### src/sccs_params.svh
// register map, field positions, codes and counts of the system clock source select block
`ifndef SCCS_PARAMS_SVH
`define SCCS_PARAMS_SVH

// ****************************************
// register offsets
// ****************************************
`define SCCS_OFS_CTRL1 8'h00
`define SCCS_OFS_CTRL2 8'h04
`define SCCS_OFS_CTRL3 8'h08
`define SCCS_OFS_FREQ 8'h0C
`define SCCS_OFS_INT_STAT 8'h10
`define SCCS_OFS_INT_CLR 8'h14
`define SCCS_OFS_INT_EN 8'h18
`define SCCS_OFS_CFG 8'h1C

// ****************************************
// field positions
// ****************************************
`define SCCS_SRC_LSB 4
`define SCCS_DIV_LSB 0
`define SCCS_HOLD_BIT 7
`define SCCS_SWITCH_COMPLETE_FLAG_BIT 4
`define SCCS_NOSR_BIT 3
`define SCCS_CFG_EXT_LSB 4
`define SCCS_CFG_RST_LSB 0
`define SCCS_CFG_CLKOUT_BIT 8

// ****************************************
// source codes
// ****************************************
`define SCCS_SRC_HF_PLL 3'h0
`define SCCS_SRC_EXT_PLL 3'h1
`define SCCS_SRC_EXT 3'h2
`define SCCS_SRC_LF 3'h5
`define SCCS_SRC_HF 3'h6

// ****************************************
// external mode codes
// ****************************************
`define SCCS_EXT_ECH 3'h7
`define SCCS_EXT_ECM 3'h6
`define SCCS_EXT_ECL 3'h5
`define SCCS_EXT_OFF 3'h4
`define SCCS_EXT_HS 3'h2
`define SCCS_EXT_XT 3'h1
`define SCCS_EXT_LP 3'h0

// ****************************************
// frequency codes: 1,2,4,8,12,16,32,48,64 MHz
// ****************************************
`define SCCS_FREQ_MAX 4'h8
`define SCCS_FREQ_PLL_MAX 4'h5
`define SCCS_FREQ_RESET 4'h2
`define SCCS_DIV_RESET 4'h0

// ****************************************
// interrupt events
// ****************************************
`define SCCS_EV_DONE 0
`define SCCS_EV_HOLD 1
`define SCCS_EV_BAD 2
`define SCCS_EV_STOP 3
`define SCCS_EV_W 4

// ****************************************
// timing counts in pclk cycles or pin edges
// ****************************************
`define SCCS_OST_EDGES 1024
`define SCCS_ACT_TIMEOUT 64
`define SCCS_GATE_CYCLES 2

`endif

### src/sccs_pkg.sv
// types shared by the system clock source select block
package sccs_pkg;
	// ****************************************
	// switch sequencer states
	// ****************************************
	typedef enum logic [4:0] {
		ST_IDLE = 5'b00001,
		ST_WAIT_RDY = 5'b00010,
		ST_HOLD = 5'b00100,
		ST_GATE_OFF = 5'b01000,
		ST_GATE_ON = 5'b10000
	} sccs_state_t;

	// ****************************************
	// carriers
	// ****************************************
	typedef struct packed {
		logic clkout_en;
		logic [2:0] external_source;
		logic [2:0] reset_source;
	} sccs_cfg_t;

	typedef struct packed {
		logic [2:0] source;
		logic [3:0] div;
	} sccs_sel_t;

	typedef struct packed {
		logic xtal_en;
		logic [1:0] xtal_gain;
		logic ec_en;
		logic [1:0] ec_power;
	} sccs_drive_t;
endpackage

### src/sccs_clkout_div.sv
// divide-by-four clock output generator
`timescale 1ns/1ps
module sccs_clkout_div
	import sccs_pkg::*;
(
	// clock and reset
	input wire logic pclk,
	input wire logic presetn,
	// control and output
	input wire logic enable,
	output logic clk_out
);
	logic [1:0] phase;

	// output is a flop so the pin never sees decode glitches
	always_ff @(posedge pclk or negedge presetn) begin
		if (!presetn) begin
			phase <= 2'h0;
			clk_out <= 1'b0;
		end else if (enable) begin
			phase <= phase + 2'h1;
			clk_out <= ~phase[1];
		end else begin
			phase <= 2'h0;
			clk_out <= 1'b0;
		end
	end
endmodule

### src/sccs_top.sv
// system clock source select: apb registers, switch sequencer, pin monitor and clock output
`timescale 1ns/1ps
`include "sccs_params.svh"
module sccs_top
	import sccs_pkg::*;
#(
	parameter int OST_EDGES = `SCCS_OST_EDGES,
	parameter int ACT_TIMEOUT = `SCCS_ACT_TIMEOUT,
	parameter int GATE_CYCLES = `SCCS_GATE_CYCLES
) (
	// clock and reset
	input wire logic pclk,
	input wire logic presetn,
	// apb slave
	input wire logic psel,
	input wire logic penable,
	input wire logic pwrite,
	input wire logic [7:0] paddr,
	input wire logic [31:0] pwdata,
	output logic [31:0] prdata,
	output logic pready,
	output logic pslverr,
	// configuration words
	input wire sccs_cfg_t cfg,
	// oscillator pins and analog status
	input wire logic osc_in_pin,
	input wire logic hf_ready_in,
	input wire logic lf_ready_in,
	input wire logic pll_lock_in,
	output logic osc_out_pin,
	output logic osc_out_oe,
	// clock tree control
	output sccs_sel_t clk_sel,
	output logic clk_gate_en,
	output logic [3:0] hf_freq,
	output logic pll_enable,
	output sccs_drive_t ext_drive,
	output logic core_halt,
	output logic irq
);
	localparam int OW = $clog2(OST_EDGES + 1);
	localparam int AW = $clog2(ACT_TIMEOUT + 1);
	localparam int GW = $clog2(GATE_CYCLES + 1);

	if (OST_EDGES < 1 || ACT_TIMEOUT < 2 || GATE_CYCLES < 1) begin : g_bad
		$error("sccs_top: counts out of range");
	end

	// ****************************************
	// helpers
	// ****************************************
	function automatic logic src_valid(input logic [2:0] s);
		return s == `SCCS_SRC_HF_PLL || s == `SCCS_SRC_EXT_PLL || s == `SCCS_SRC_EXT ||
			s == `SCCS_SRC_LF || s == `SCCS_SRC_HF;
	endfunction

	function automatic logic uses_pll(input logic [2:0] s);
		return s == `SCCS_SRC_HF_PLL || s == `SCCS_SRC_EXT_PLL;
	endfunction

	function automatic logic uses_ext(input logic [2:0] s);
		return s == `SCCS_SRC_EXT || s == `SCCS_SRC_EXT_PLL;
	endfunction

	function automatic logic pll_input_ok(input logic [3:0] f);
		return f <= `SCCS_FREQ_PLL_MAX;
	endfunction

	// ****************************************
	// synchronisers
	// ****************************************
	logic [3:0] sync1, sync2;
	logic osc_prev;
	always_ff @(posedge pclk or negedge presetn) begin
		if (!presetn) begin
			sync1 <= 4'h0;
			sync2 <= 4'h0;
			osc_prev <= 1'b0;
		end else begin
			sync1 <= {pll_lock_in, lf_ready_in, hf_ready_in, osc_in_pin};
			sync2 <= sync1;
			osc_prev <= sync2[0];
		end
	end
	wire osc_edge = sync2[0] & ~osc_prev;
	wire hf_rdy = sync2[1];
	wire lf_rdy = sync2[2];
	wire pll_lock = sync2[3];

	// ****************************************
	// apb slave, one wait state
	// ****************************************
	logic cfg_loaded, hold;
	logic [3:0] freq;
	sccs_sel_t next_sel;
	logic [`SCCS_EV_W-1:0] int_stat, int_en, ev;
	sccs_state_t state;
	logic switch_complete_flag;
	wire access = psel & penable & pready;
	wire wr = access & pwrite;
	wire [2:0] wsrc = pwdata[`SCCS_SRC_LSB +: 3];
	wire wr_ctrl1 = wr && paddr == `SCCS_OFS_CTRL1;
	wire wr_freq = wr && paddr == `SCCS_OFS_FREQ;
	wire ctrl1_ok = src_valid(wsrc) && (wsrc != `SCCS_SRC_HF_PLL || pll_input_ok(freq));
	wire freq_ok = pwdata[3:0] <= `SCCS_FREQ_MAX && (!uses_pll(next_sel.source) ||
		next_sel.source != `SCCS_SRC_HF_PLL || pll_input_ok(pwdata[3:0]));
	wire nosr = state == ST_HOLD || state == ST_GATE_OFF;

	function automatic logic mapped(input logic [7:0] a);
		return a <= `SCCS_OFS_CFG && a[1:0] == 2'h0;
	endfunction

	always_ff @(posedge pclk or negedge presetn) begin
		if (!presetn) begin
			pready <= 1'b0;
			pslverr <= 1'b0;
			prdata <= 32'h0;
		end else begin
			pready <= psel & penable & ~pready;
			pslverr <= psel & penable & ~pready & ~mapped(paddr);
			prdata <= 32'h0;
			if (psel & penable & ~pready & ~pwrite) begin
				unique case (paddr)
					`SCCS_OFS_CTRL1: prdata <= 32'(next_sel) << `SCCS_DIV_LSB;
					`SCCS_OFS_CTRL2: prdata <= 32'(clk_sel) << `SCCS_DIV_LSB;
					`SCCS_OFS_CTRL3: prdata <= (32'(hold) << `SCCS_HOLD_BIT) |
						(32'(switch_complete_flag) << `SCCS_SWITCH_COMPLETE_FLAG_BIT) | (32'(nosr) << `SCCS_NOSR_BIT);
					`SCCS_OFS_FREQ: prdata <= 32'(freq);
					`SCCS_OFS_INT_STAT: prdata <= 32'(int_stat);
					`SCCS_OFS_INT_EN: prdata <= 32'(int_en);
					`SCCS_OFS_CFG: prdata <= (32'(cfg.clkout_en) << `SCCS_CFG_CLKOUT_BIT) |
						(32'(cfg.external_source) << `SCCS_CFG_EXT_LSB) |
						(32'(cfg.reset_source) << `SCCS_CFG_RST_LSB);
					default: prdata <= 32'h0;
				endcase
			end
		end
	end

	// ****************************************
	// control registers
	// ****************************************
	always_ff @(posedge pclk or negedge presetn) begin
		if (!presetn) begin
			cfg_loaded <= 1'b0;
			next_sel <= '{source: `SCCS_SRC_HF, div: `SCCS_DIV_RESET};
			freq <= `SCCS_FREQ_RESET;
			hold <= 1'b0;
			int_en <= '0;
		end else begin
			cfg_loaded <= 1'b1;
			if (!cfg_loaded) begin
				next_sel.source <= cfg.reset_source;
			end else if (wr_ctrl1 && ctrl1_ok) begin
				next_sel <= '{source: wsrc, div: pwdata[`SCCS_DIV_LSB +: 4]};
			end
			if (wr_freq && freq_ok) begin
				freq <= pwdata[3:0];
			end
			if (wr && paddr == `SCCS_OFS_CTRL3) begin
				hold <= pwdata[`SCCS_HOLD_BIT];
			end
			if (wr && paddr == `SCCS_OFS_INT_EN) begin
				int_en <= pwdata[`SCCS_EV_W-1:0];
			end
		end
	end

	// ****************************************
	// external pin monitor and startup timer
	// ****************************************
	logic [AW-1:0] idle_cnt;
	logic [OW-1:0] ost_cnt;
	logic ext_active;
	wire ec_mode = cfg.external_source == `SCCS_EXT_ECH || cfg.external_source == `SCCS_EXT_ECM ||
		cfg.external_source == `SCCS_EXT_ECL;
	wire xtal_mode = cfg.external_source == `SCCS_EXT_HS || cfg.external_source == `SCCS_EXT_XT ||
		cfg.external_source == `SCCS_EXT_LP;
	wire ost_done = ost_cnt == OW'(OST_EDGES);
	wire ext_ok = ext_active & (ec_mode | (xtal_mode & ost_done));

	always_ff @(posedge pclk or negedge presetn) begin
		if (!presetn) begin
			idle_cnt <= '0;
			ext_active <= 1'b0;
			ost_cnt <= '0;
		end else begin
			if (osc_edge) begin
				idle_cnt <= '0;
				ext_active <= 1'b1;
			end else if (idle_cnt == AW'(ACT_TIMEOUT)) begin
				ext_active <= 1'b0;
			end else begin
				idle_cnt <= idle_cnt + AW'(1);
			end
			// timer restarts whenever the crystal stalls
			if (!xtal_mode || (!ext_active && !osc_edge)) begin
				ost_cnt <= '0;
			end else if (osc_edge && !ost_done) begin
				ost_cnt <= ost_cnt + OW'(1);
			end
		end
	end

	function automatic logic src_ready(input logic [2:0] s);
		unique case (s)
			`SCCS_SRC_HF: return hf_rdy;
			`SCCS_SRC_LF: return lf_rdy;
			`SCCS_SRC_EXT: return ext_ok;
			`SCCS_SRC_EXT_PLL: return ext_ok & pll_lock;
			`SCCS_SRC_HF_PLL: return hf_rdy & pll_lock;
			default: return 1'b0;
		endcase
	endfunction

	// ****************************************
	// switch sequencer
	// ****************************************
	logic [GW-1:0] gate_cnt;
	wire halted = uses_ext(clk_sel.source) & ~ext_active & cfg_loaded;
	always_ff @(posedge pclk or negedge presetn) begin
		if (!presetn) begin
			state <= ST_IDLE;
			clk_sel <= '{source: `SCCS_SRC_HF, div: `SCCS_DIV_RESET};
			clk_gate_en <= 1'b1;
			gate_cnt <= '0;
		end else if (!cfg_loaded) begin
			clk_sel.source <= cfg.reset_source;
		end else begin
			unique case (state)
				ST_IDLE: if (next_sel != clk_sel) state <= ST_WAIT_RDY;
				ST_WAIT_RDY: if (src_ready(next_sel.source)) state <= hold ? ST_HOLD : ST_GATE_OFF;
				ST_HOLD: if (!hold) state <= ST_GATE_OFF;
				ST_GATE_OFF: begin
					clk_gate_en <= 1'b0;
					gate_cnt <= gate_cnt + GW'(1);
					if (gate_cnt == GW'(GATE_CYCLES)) begin
						clk_sel <= next_sel;
						gate_cnt <= '0;
						state <= ST_GATE_ON;
					end
				end
				ST_GATE_ON: begin
					clk_gate_en <= 1'b1;
					state <= ST_IDLE;
				end
			endcase
		end
	end

	// ****************************************
	// outputs and interrupts
	// ****************************************
	always_comb begin
		ev = '0;
		ev[`SCCS_EV_DONE] = state == ST_GATE_ON;
		ev[`SCCS_EV_HOLD] = state == ST_WAIT_RDY && hold && src_ready(next_sel.source);
		ev[`SCCS_EV_BAD] = (wr_ctrl1 && !ctrl1_ok) || (wr_freq && !freq_ok);
		ev[`SCCS_EV_STOP] = halted & ~core_halt;
	end

	always_ff @(posedge pclk or negedge presetn) begin
		if (!presetn) begin
			int_stat <= '0;
			irq <= 1'b0;
		end else begin
			// a new event wins over a clear in the same cycle
			int_stat <= (int_stat & ~((wr && paddr == `SCCS_OFS_INT_CLR) ? pwdata[`SCCS_EV_W-1:0] :
				'0)) | ev;
			irq <= |(int_stat & int_en);
		end
	end

	always_ff @(posedge pclk or negedge presetn) begin
		if (!presetn) begin
			switch_complete_flag <= 1'b0;
			core_halt <= 1'b0;
			hf_freq <= `SCCS_FREQ_RESET;
			pll_enable <= 1'b0;
			ext_drive <= '0;
			osc_out_oe <= 1'b0;
		end else begin
			switch_complete_flag <= cfg_loaded && next_sel == clk_sel;
			core_halt <= halted;
			hf_freq <= freq;
			pll_enable <= uses_pll(next_sel.source) | uses_pll(clk_sel.source);
			ext_drive.ec_en <= ec_mode;
			ext_drive.ec_power <= cfg.external_source[1:0];
			ext_drive.xtal_en <= xtal_mode;
			ext_drive.xtal_gain <= cfg.external_source[1:0];
			osc_out_oe <= cfg_loaded & cfg.clkout_en & ~xtal_mode;
		end
	end

	sccs_clkout_div u_clkout (
		.pclk(pclk),
		.presetn(presetn),
		.enable(osc_out_oe),
		.clk_out(osc_out_pin)
	);
endmodule

### config.mk
export PLATFORM = sky130hd
export DESIGN_NAME = sccs_top
export DESIGN_NICKNAME = d
export VERILOG_FILES = /design/src/sccs_pkg.sv /design/src/sccs_clkout_div.sv /design/src/sccs_top.sv
export VERILOG_INCLUDE_DIRS = /design/src
export SDC_FILE = /design/constraint.sdc
export NUM_CORES = 1
export LEC_CHECK = 0
export BUFFER_PORTS_ARGS = -buffer_cell sky130_fd_sc_hd__buf_2
export CAP_MARGIN = 20
export CORE_AREA = 2 2 95 97
export CTS_BUF_LIST = sky130_fd_sc_hd__clkbuf_16
export CTS_CLUSTER_SIZE = 30
export DETAILED_ROUTE_END_ITERATION = 16
export DIE_AREA = 0 0 97 99
export PLACE_DENSITY = 0.88
export RECOVER_POWER = 25
export SLEW_MARGIN = 20
export SYNTH_ARGS = -nofsm -noshare
export SYNTH_HDL_FRONTEND = slang
export SYNTH_SLANG_ARGS = --single-unit
### constraint.sdc
create_clock -name pclk -period 2.3 [get_ports pclk]
set_clock_uncertainty 0.2 [all_clocks]
set_input_delay 0.23 -clock pclk [delete_from_list [all_inputs] [get_ports pclk]]
set_output_delay 0.23 -clock pclk [all_outputs]
set_load 0.02 [all_outputs]
After elaboration in Yosys (flattened, before gate mapping)
Cells that the tools add are included.

word-level totals
  bits in registers = 114
  output and inout port bits = 57

operators by class
  add/sub/neg operators = 4
  order comparisons = 4
  equal/unequal tests = 40
  muxes and demuxes = 27
  bitwise operators = 34
  reductions and logical operators = 59

operators by type and width
  kind                                                                     number
  32-bit case mux with 7 select lines                                      1
  7-bit 2-to-1 mux                                                         5
  8-bit by 5-bit == test with 1-bit output, second input constant          4
  32-bit 2-to-1 mux                                                        1
  5-bit case mux with 5 select lines                                       1
  11-bit 2-to-1 mux                                                        2
  3-bit == test, second input constant                                     7
  5-bit 2-to-1 mux                                                         4
  1-bit logical AND                                                        17
  1-bit logical OR                                                         17
  1-bit bitwise AND                                                        16
  8-bit by 4-bit == test with 1-bit output, second input constant          2
  3-bit by 1-bit == test with 1-bit output, second input constant          4
  3-bit by 2-bit == test with 1-bit output, second input constant          4
  3-bit logical NOT                                                        4
  11-bit by 1-bit adder with 11-bit output, second input constant          1
  11-bit == test, second input constant                                    1
  2-bit by 1-bit inequality test with 1-bit output, second input constant  5
  9-bit by 3-bit OR with 9-bit output                                      1
  9-bit by 7-bit OR with 9-bit output                                      1
  4-bit bitwise AND                                                        2
  8-bit by 3-bit == test with 1-bit output, second input constant          1
  4-bit by 3-bit <= comparator with 1-bit output, second input constant    2
  8-bit by 5-bit <= comparator with 1-bit output, second input constant    1
  34 further kinds                                                         64

Depth between registers and ports, before layout
Gate-level depths: netlist (run 1).

  depth in word-level cells = 12
  mapped depth = 7
  mapped depth without buffers = 7

By module
From an unflattened synthesis (run 1), not the netlist that was laid out.

second synthesis, totals
  cells, all modules = 410
  area total of the unflattened synthesis = 4375.4 um2

modules (own cells, without submodules)
  module           instances  cells an instance  area an instance (um2)  seq. area each (um2)
  sccs_top         1          403                4270.3                  2212.1
  sccs_clkout_div  1          7                  105.1                   75.1

Least setup slack after synthesis (run 1)
Ideal clock, no wire load.

  path type = input to register
  from = input port paddr[7]
  to = register freq[0]
  arrival = 2.030 ns
  data required time = 1.972 ns
  setup slack = -0.057 ns
  cell stages on the path = 6
  buffers on the path = 1
  cell sequence = or4_4 > or2_1 > buf_6 > or3_4 > nor3_4 > mux2_1

on the way
  longest elaborated chain between the ends = 3

RTL lines
  element                                   RTL line         source
  start: declaration                        sccs_top.sv:18   input wire logic [7:0] paddr,
  8-bit by 4-bit == test with 1-bit output  n/a
  1-bit logical AND (no line)               n/a
  1-bit logical AND                         sccs_top.sv:157  if (wr_freq && freq_ok) begin
  end signal: assignment                    sccs_top.sv:147  freq <= `SCCS_FREQ_RESET;
  end signal: assignment                    sccs_top.sv:158  freq <= pwdata[3:0];
  end: declaration                          sccs_top.sv:94   logic [3:0] freq;

No other way between the ends.
A chain may end at the register's enable or synchronous reset.

Final worst setup path (run 1)
  from = register next_sel[5] (netlist bit)
  to = register freq[3]

on the way
  longest elaborated chain between the ends = 7
  elaborated cells between the ends (all ways) = 9
  those cells by class = eq/ne: 1; reduce/logical: 8

RTL lines
  element                                                                               RTL line         source
  start: declaration                                                                    sccs_top.sv:95   sccs_sel_t next_sel;
  start signal: assignment                                                              sccs_top.sv:146  next_sel <= '{source: `SCCS_SRC_HF, div: `SCCS_DIV_RESET};
  start signal: assignment                                                              sccs_top.sv:155  next_sel <= '{source: wsrc, div: pwdata[`SCCS_DIV_LSB +: 4]};
  3-bit by 1-bit == test with 1-bit output / 3-bit logical NOT (equally long branches)  n/a
  1-bit logical OR (no line)                                                            n/a
  1-bit logical NOT                                                                     sccs_top.sv:105  wire freq_ok = pwdata[3:0] <= `SCCS_FREQ_MAX && (!uses_pll(next_sel.source) ||
  1-bit logical OR (no line) *                                                          n/a
  1-bit logical OR *                                                                    sccs_top.sv:105
  1-bit logical AND *                                                                   sccs_top.sv:105
  1-bit logical AND *                                                                   sccs_top.sv:157

Mark *: on every way between the ends. The rest lies on a longest branch, timed or not.

==> flow_metrics.tcl, run 1 <==
set metrics [dict create \
    status "completed" \
    path_cells "nor3_1 -> o31ai_1 -> a21oi_1 -> nor3_4 -> mux2_1" \
    worst-r2r-cell-count 5 \
    numCtsBuffers 9 \
    cts.path.max_buffers 2 \
    synthFlopType "dfrtp_1" \
    nFillCells 634 \
    leakage_nw 2.61 \
    worstPathMaxFanout 11 \
    layout_commonest_cell "dfrtp_1" \
    path_buf_inv 0 \
    core_area_um2 8550 \
    antenna_cells_inserted 0 \
    yosys_warnings 0 \
    grt_max_degree 48 \
    place_area_um2 4830 \
    cp-end-kind "register" \
    area_growth_syn_to_layout_pct 19.1 \
    vdd_ir_drop_max_v 0.000491 \
    via_count 3384 \
    clock-sinks 91 \
    initial_core_util_pct 51.7 \
    rsz0062_at_grt "yes" \
    cp-start-kind "register" \
    tightest_slew_ns 1.11 \
    worstHoldPathCells 3 \
    dieArea_um2 9600 \
    antenna_found_initial 0 \
    row_count 34 \
    hold_class "in -> reg" \
    crit_cells 5 \
    maxSlewHeadroom_pct 25.7 \
    place_congestion 0.910 \
    stdcell_area_um2 5270 \
    io_pins 113 \
    insertion_delay_ns 0.34 \
    via_per_inst 5.48 \
    multi_input_area_um2 1900 \
    finalMaxSlewViolations 0 \
    cpMaxStageDelayCell "dfstp_1" \
    die_h_um 99 \
    hold_violations 0 \
    tns_ns 0 \
    cts-htree-levels 3 \
    clock.fmax_mhz 447 \
    cap_violations 0 \
    drt_wl_total_mm 9.90 \
    dp_cells 585 \
    grt-ovfl-total 0 \
    cts_root_buf "clkbuf_16" \
    track_usage_pct 21.1 \
    worst_path_largest_cell_delay_ns 0.72 \
    wl_per_cell_um 16.0 \
    synth-seq-cells 91 \
    port_buffers 65 \
    synth.avg_cell_area_um2 10.6 \
    yosysSeqAreaShare_pct 51.7 \
    cts_tree "built" \
    drtIter0Drc 233 \
    die_w_um 97 \
    mostFrequentLayoutCells "83 x dfrtp_1, 62 x buf_2, 35 x nor2_1" \
    period_share_pct 97.2 \
    crit_family "flip-flops" \
    drcViolationCount 0 \
    required_ns 2.33 \
    powerDensity_nw_per_um2 738 \
    grt_pass1_vias 3355 \
    dr.pass1.iters 4 \
    syn_inst 418 \
    clk_pin_slew_ns 0.07 \
    postCtsSetupRepairBufs 0 \
    fin_crit_ns 2.24 \
    synth_edf_count 0 \
    crit_type "reg -> reg" \
    final_cells 618 \
    async_reset_ff_share_pct 100 \
    synthDistinctLibCells 52 \
    finalSetupViolCount 0 \
    fin_nets 565 \
    dpl.hpwl_mm 6.71 \
    grt_pass1_wl_mm 16.2 \
    drive_above_1_share_pct 24.5 \
    netlist_area_um2 4420 \
    route.antenna.remaining_nets 0 \
    seq_area_um2 2290 \
    worstPathArrival_ns 2.26 \
]
-- final timing paths --
kind	startpoint	to	slack, ns
max in group asynchronous	presetn	clk_sel[5]	0.59
min in group asynchronous	presetn	idle_cnt[4]	0.44
min	paddr[5]	pslverr	0.005
min reg2reg	sync1[0]	sync2[0]	0.15
max reg2reg	next_sel[5]	freq[3]	0.06
max	next_sel[5]	freq[3]	0.06
-- logic make-up (layout without fill, tap and decap cells) --
family | count (synthesis) | in the layout | share of synthesized area, %
mux | 33 | 33 | 8.09
other cells | 2 | 24 | 0.170
flops | 91 | 91 | 51.7
buf+inv | 57 | 127 | 7.30
simple gates | 143 | 143 | 17.2
fa+ha+maj | 4 | 4 | 1.13
xor+xnor | 24 | 24 | 4.75
compound gates | 64 | 64 | 9.65
-- stage by stage --
stage / utilization (%) / hold WS (ns) / setup slack [ns] / power [mW]
after global placement: 56.5 / 0.0636 / -0.0882 / 2.51
final: 61.6 / 0.00496 / 0.0636 / 3.89
after global routing: 61.6 / 0.0200 / -0.0907 / 4.06
after detailed placement: 56.5 / 0.0702 / -0.126 / 2.53
after floorplan: - / -0.266 / 0.0103 / 2.34
after CTS: 61.6 / 0.00114 / 0.103 / 3.90
-- power by group --
group / leakage [nW] / total [mW] / internal (mW) / switching (mW)
Combinational: 1.31 / 0.678 / 0.296 / 0.383
Sequential: 1.18 / 1.87 / 1.73 / 0.141
Clock: 0.125 / 1.34 / 0.726 / 0.615
Total: 2.61 / 3.89 / 2.75 / 1.14
-- sequential cells by signal, summed over array words and instances (netlist names), 2 cells and up --
signal and count:
sync2 4, ost_cnt 11, int_stat 4, u_clkout.phase 2, state 5, clk_sel 7
gate_cnt 2, next_sel 7, int_en 4, hf_freq 4, freq 4, prdata 9
idle_cnt 7, ext_drive 4, sync1 4
-- routing by layer --
layer	routed length, µm	vias to the layer above	track usage [%]	share of wire, %
met5	0	-	0	0
met4	274	0	9.64	2.8
met3	678	25	5.11	6.8
met2	4790	148	34.6	48
met1	4170	1628	26.8	42
li1	-	1583	-	-
-- final cells by class --
class / count / area share [%]
Sequential cell: 91 / 43.4
Timing Repair Buffer: 98 / 11.9
Tap cell: 108 / 2.56
Inverter: 13 / 0.926
Multi-Input combinational cell: 292 / 36.1
Clock buffer: 9 / 4.27
Clock inverter: 7 / 0.855
-- cells in the mapped netlist (all sizes together) (5+ instances only) --
library cell	instances	area, µm²
nor2	35	131
o31ai	5	37.5
mux2	22	248
mux2i	11	110
o211ai	5	37.5
dfstp	8	210
and3	10	62.6
a22oi	8	60.1
a31oi	5	31.3
nand3	13	65.1
nor4	8	56.3
dfrtp	83	2080
a21oi	12	60.1
nand2	31	116
nor3	9	56.3
xor2	22	193
nor2b	8	50.1
buf	27	210
clkbuf	17	63.8
nand3b	5	37.5
inv	13	48.8
o21ai	12	60.1
-- worst min-delay path, delay by kind of cell --
family / cells / cell delay [ns]
buf+inv: 1 / 0.12
simple gates: 2 / 0.16
-- what timing repair did --
action	4_1_cts	5_1_grt
resized for setup	0	1
hold buffers	17	0
hold endpoints to repair	59	0
endpoints found under the setup margin	0	7
Power figures use the tool's default switching activity.
==> run 2: changes to the inputs <==
--- a/config.mk
+++ b/config.mk
@@ -8,13 +8,14 @@
 export LEC_CHECK = 0
 export BUFFER_PORTS_ARGS = -buffer_cell sky130_fd_sc_hd__buf_2
 export CAP_MARGIN = 20
-export CORE_AREA = 2 2 95 97
+export CORE_AREA = 2 2 125 127
 export CTS_BUF_LIST = sky130_fd_sc_hd__clkbuf_16
 export CTS_CLUSTER_SIZE = 30
 export DETAILED_ROUTE_END_ITERATION = 16
-export DIE_AREA = 0 0 97 99
-export PLACE_DENSITY = 0.88
+export DIE_AREA = 0 0 127 129
+export PLACE_DENSITY = 0.59
 export RECOVER_POWER = 25
+export REMOVE_ABC_BUFFERS = 1
 export SLEW_MARGIN = 20
 export SYNTH_ARGS = -nofsm -noshare
 export SYNTH_HDL_FRONTEND = slang
==> run 2 against run 1 <==
  * Hold slack improved by 0.0078 ns
  * Critical path depth is 2 higher
  * Core utilization shrank 25 points
  * Register-to-register slack hardly changed
  * Wire length grew 7.6%
  * Largest cell class unchanged
  * Largest power group unchanged
  * Highest routed layer unchanged
==> flow_metrics.tcl, run 2 (same netlist as run 1, synthesis figures left out) <==
set metrics [dict create \
    status "completed" \
    place_congestion 0.926 \
    worstPathMaxFanout 7 \
    required_ns 2.36 \
    area_growth_syn_to_layout_pct 22.6 \
    cp-start-kind "register" \
    utilization_pct 36.2 \
    p_seq_share_pct 45.8 \
    numCtsBuffers 9 \
    finalSetupViolCount 0 \
    mostFrequentLayoutCells "83 x dfrtp_1, 62 x buf_2, 35 x nor2_1" \
    route.antenna.remaining_nets 0 \
    track_usage_pct 13.4 \
    cts-htree-levels 3 \
    cts_tree "built" \
    clock-sinks 91 \
    drt_wl_total_mm 10.7 \
    port_buffers 65 \
    intPower_mw 2.95 \
    hold_class "in -> reg" \
    period_share_pct 97.3 \
    drive_above_1_share_pct 24.3 \
    clkPwrFrac_pct 37.8 \
    via_count 3416 \
    nFillCells 1521 \
    clock.fmax_mhz 447 \
    grt_pass1_wl_mm 17.3 \
    crit_type "reg -> reg" \
    place_area_um2 4940 \
    stdcell_area_um2 5420 \
    core_area_um2 15000 \
    grt_pass1_vias 3321 \
    vdd_ir_drop_max_v 0.000411 \
    regMostFlops "ost_cnt" \
    clk_pin_slew_ns 0.06 \
    cp-end-kind "register" \
    grt_max_degree 57 \
    worst-r2r-setup-slack_ns 0.06 \
    finalMaxSlewViolations 0 \
    die_h_um 129 \
    switchingPower_mw 1.12 \
    initial_core_util_pct 29.5 \
    grt-ovfl-total 0 \
    cts.path.max_buffers 2 \
    die_w_um 127 \
    io_pins 113 \
    insertion_delay_ns 0.34 \
    layout_commonest_cell "dfrtp_1" \
    row_count 45 \
    drtIter0Drc 287 \
    drcViolationCount 0 \
    worstPathArrival_ns 2.30 \
    setup_ws_ns 0.0624 \
    top_regs "ost_cnt (11), prdata (9)" \
    rsz0062_at_grt "yes" \
    wl_per_cell_um 15.2 \
    combPwrFrac_pct 16.4 \
    total_power_mw 4.07 \
    fin_nets 569 \
    swShare_pct 27.5 \
    place_ws_ns -0.198 \
    dr.pass1.iters 5 \
    dieArea_um2 16400 \
    maxSlewHeadroom_pct 49.0 \
    cap_violations 0 \
    cts_root_buf "clkbuf_16" \
    antenna_cells_inserted 0 \
    dpl.hpwl_mm 7.75 \
    postCtsSetupRepairBufs 0 \
    hold_violations 0 \
    tightest_slew_ns 0.765 \
    leakage_nw 2.65 \
    via_per_inst 4.87 \
    powerDensity_nw_per_um2 751 \
    largest_reg_flops 11 \
    fin_crit_ns 2.24 \
    antenna_found_initial 0 \
]
## run 2: path summary, 6_finish.rpt
kind                            start          end  cells past startpoint
min                            cfg[2]  next_sel[6]                      3
max reg2reg                ost_cnt[0]   ost_cnt[5]                      7
min reg2reg                  sync1[0]     sync2[0]                      0
min in group asynchronous     presetn   ost_cnt[8]                      2
max in group asynchronous     presetn   clk_sel[3]                      3
max                        ost_cnt[0]   ost_cnt[5]                      7
## run 2: area by class of cell
type                    instances  area, µm²  share of cell area, %
repair buffers                102        643                   11.9
well taps                     188        235                   4.34
multi-input cells             292       1900                   35.1
clock buffers                   9        225                   4.15
flip-flops and latches         91       2290                   42.2
inverters                      13       48.8                  0.900
clock inverters                 7       82.6                   1.52
## run 2: timing repair
action                                 4_1_cts  5_1_grt
resized for setup                            0        1
endpoints found under the hold margin       98        0
setup endpoints to repair                    0       11
hold buffers                                19        0
## run 2: power by group through the flow
stage	Combinational, mW	Sequential (mW)	Clock [mW]
4_1_cts	0.677	1.86	1.58
5_1_grt	0.744	1.88	1.66
3_5_place_dp	0.649	1.89	0
2_1_floorplan	0.391	1.89	0
6_report	0.668	1.87	1.54
3_3_place_gp	0.628	1.88	0
## run 2: routing by layer
layer,track usage [%],share of wire (%),vias to the layer above
met4,4.07,1.5,0
met3,3.78,5.7,14
met5,0,0,-
li1,-,-,1595
met2,19.9,44,122
met1,19.0,49,1685
## run 2: metrics by stage
| stage | instances | hold slack (ns) | setup TNS (ns) |
|---|---|---|---|
| floorplan | 396 | -0.266 | -0.0489 |
| global placement | 667 | -0.150 | -0.854 |
| detailed placement | 667 | -0.154 | -1.00 |
| CTS | 702 | 0.0000890 | 0 |
| global route | 702 | 0.0247 | -0.479 |
| finish | 702 | 0.0127 | 0 |
## run 2: critical path, cell delays in order, from the launching register on
cell      delay, ns
dfrtp_1        0.36
inv_1          0.08
ha_1           0.20
nor4bb_1       0.17
a31oi_1        0.49
nand2_1        0.19
or3_1          0.34
a21oi_1        0.14
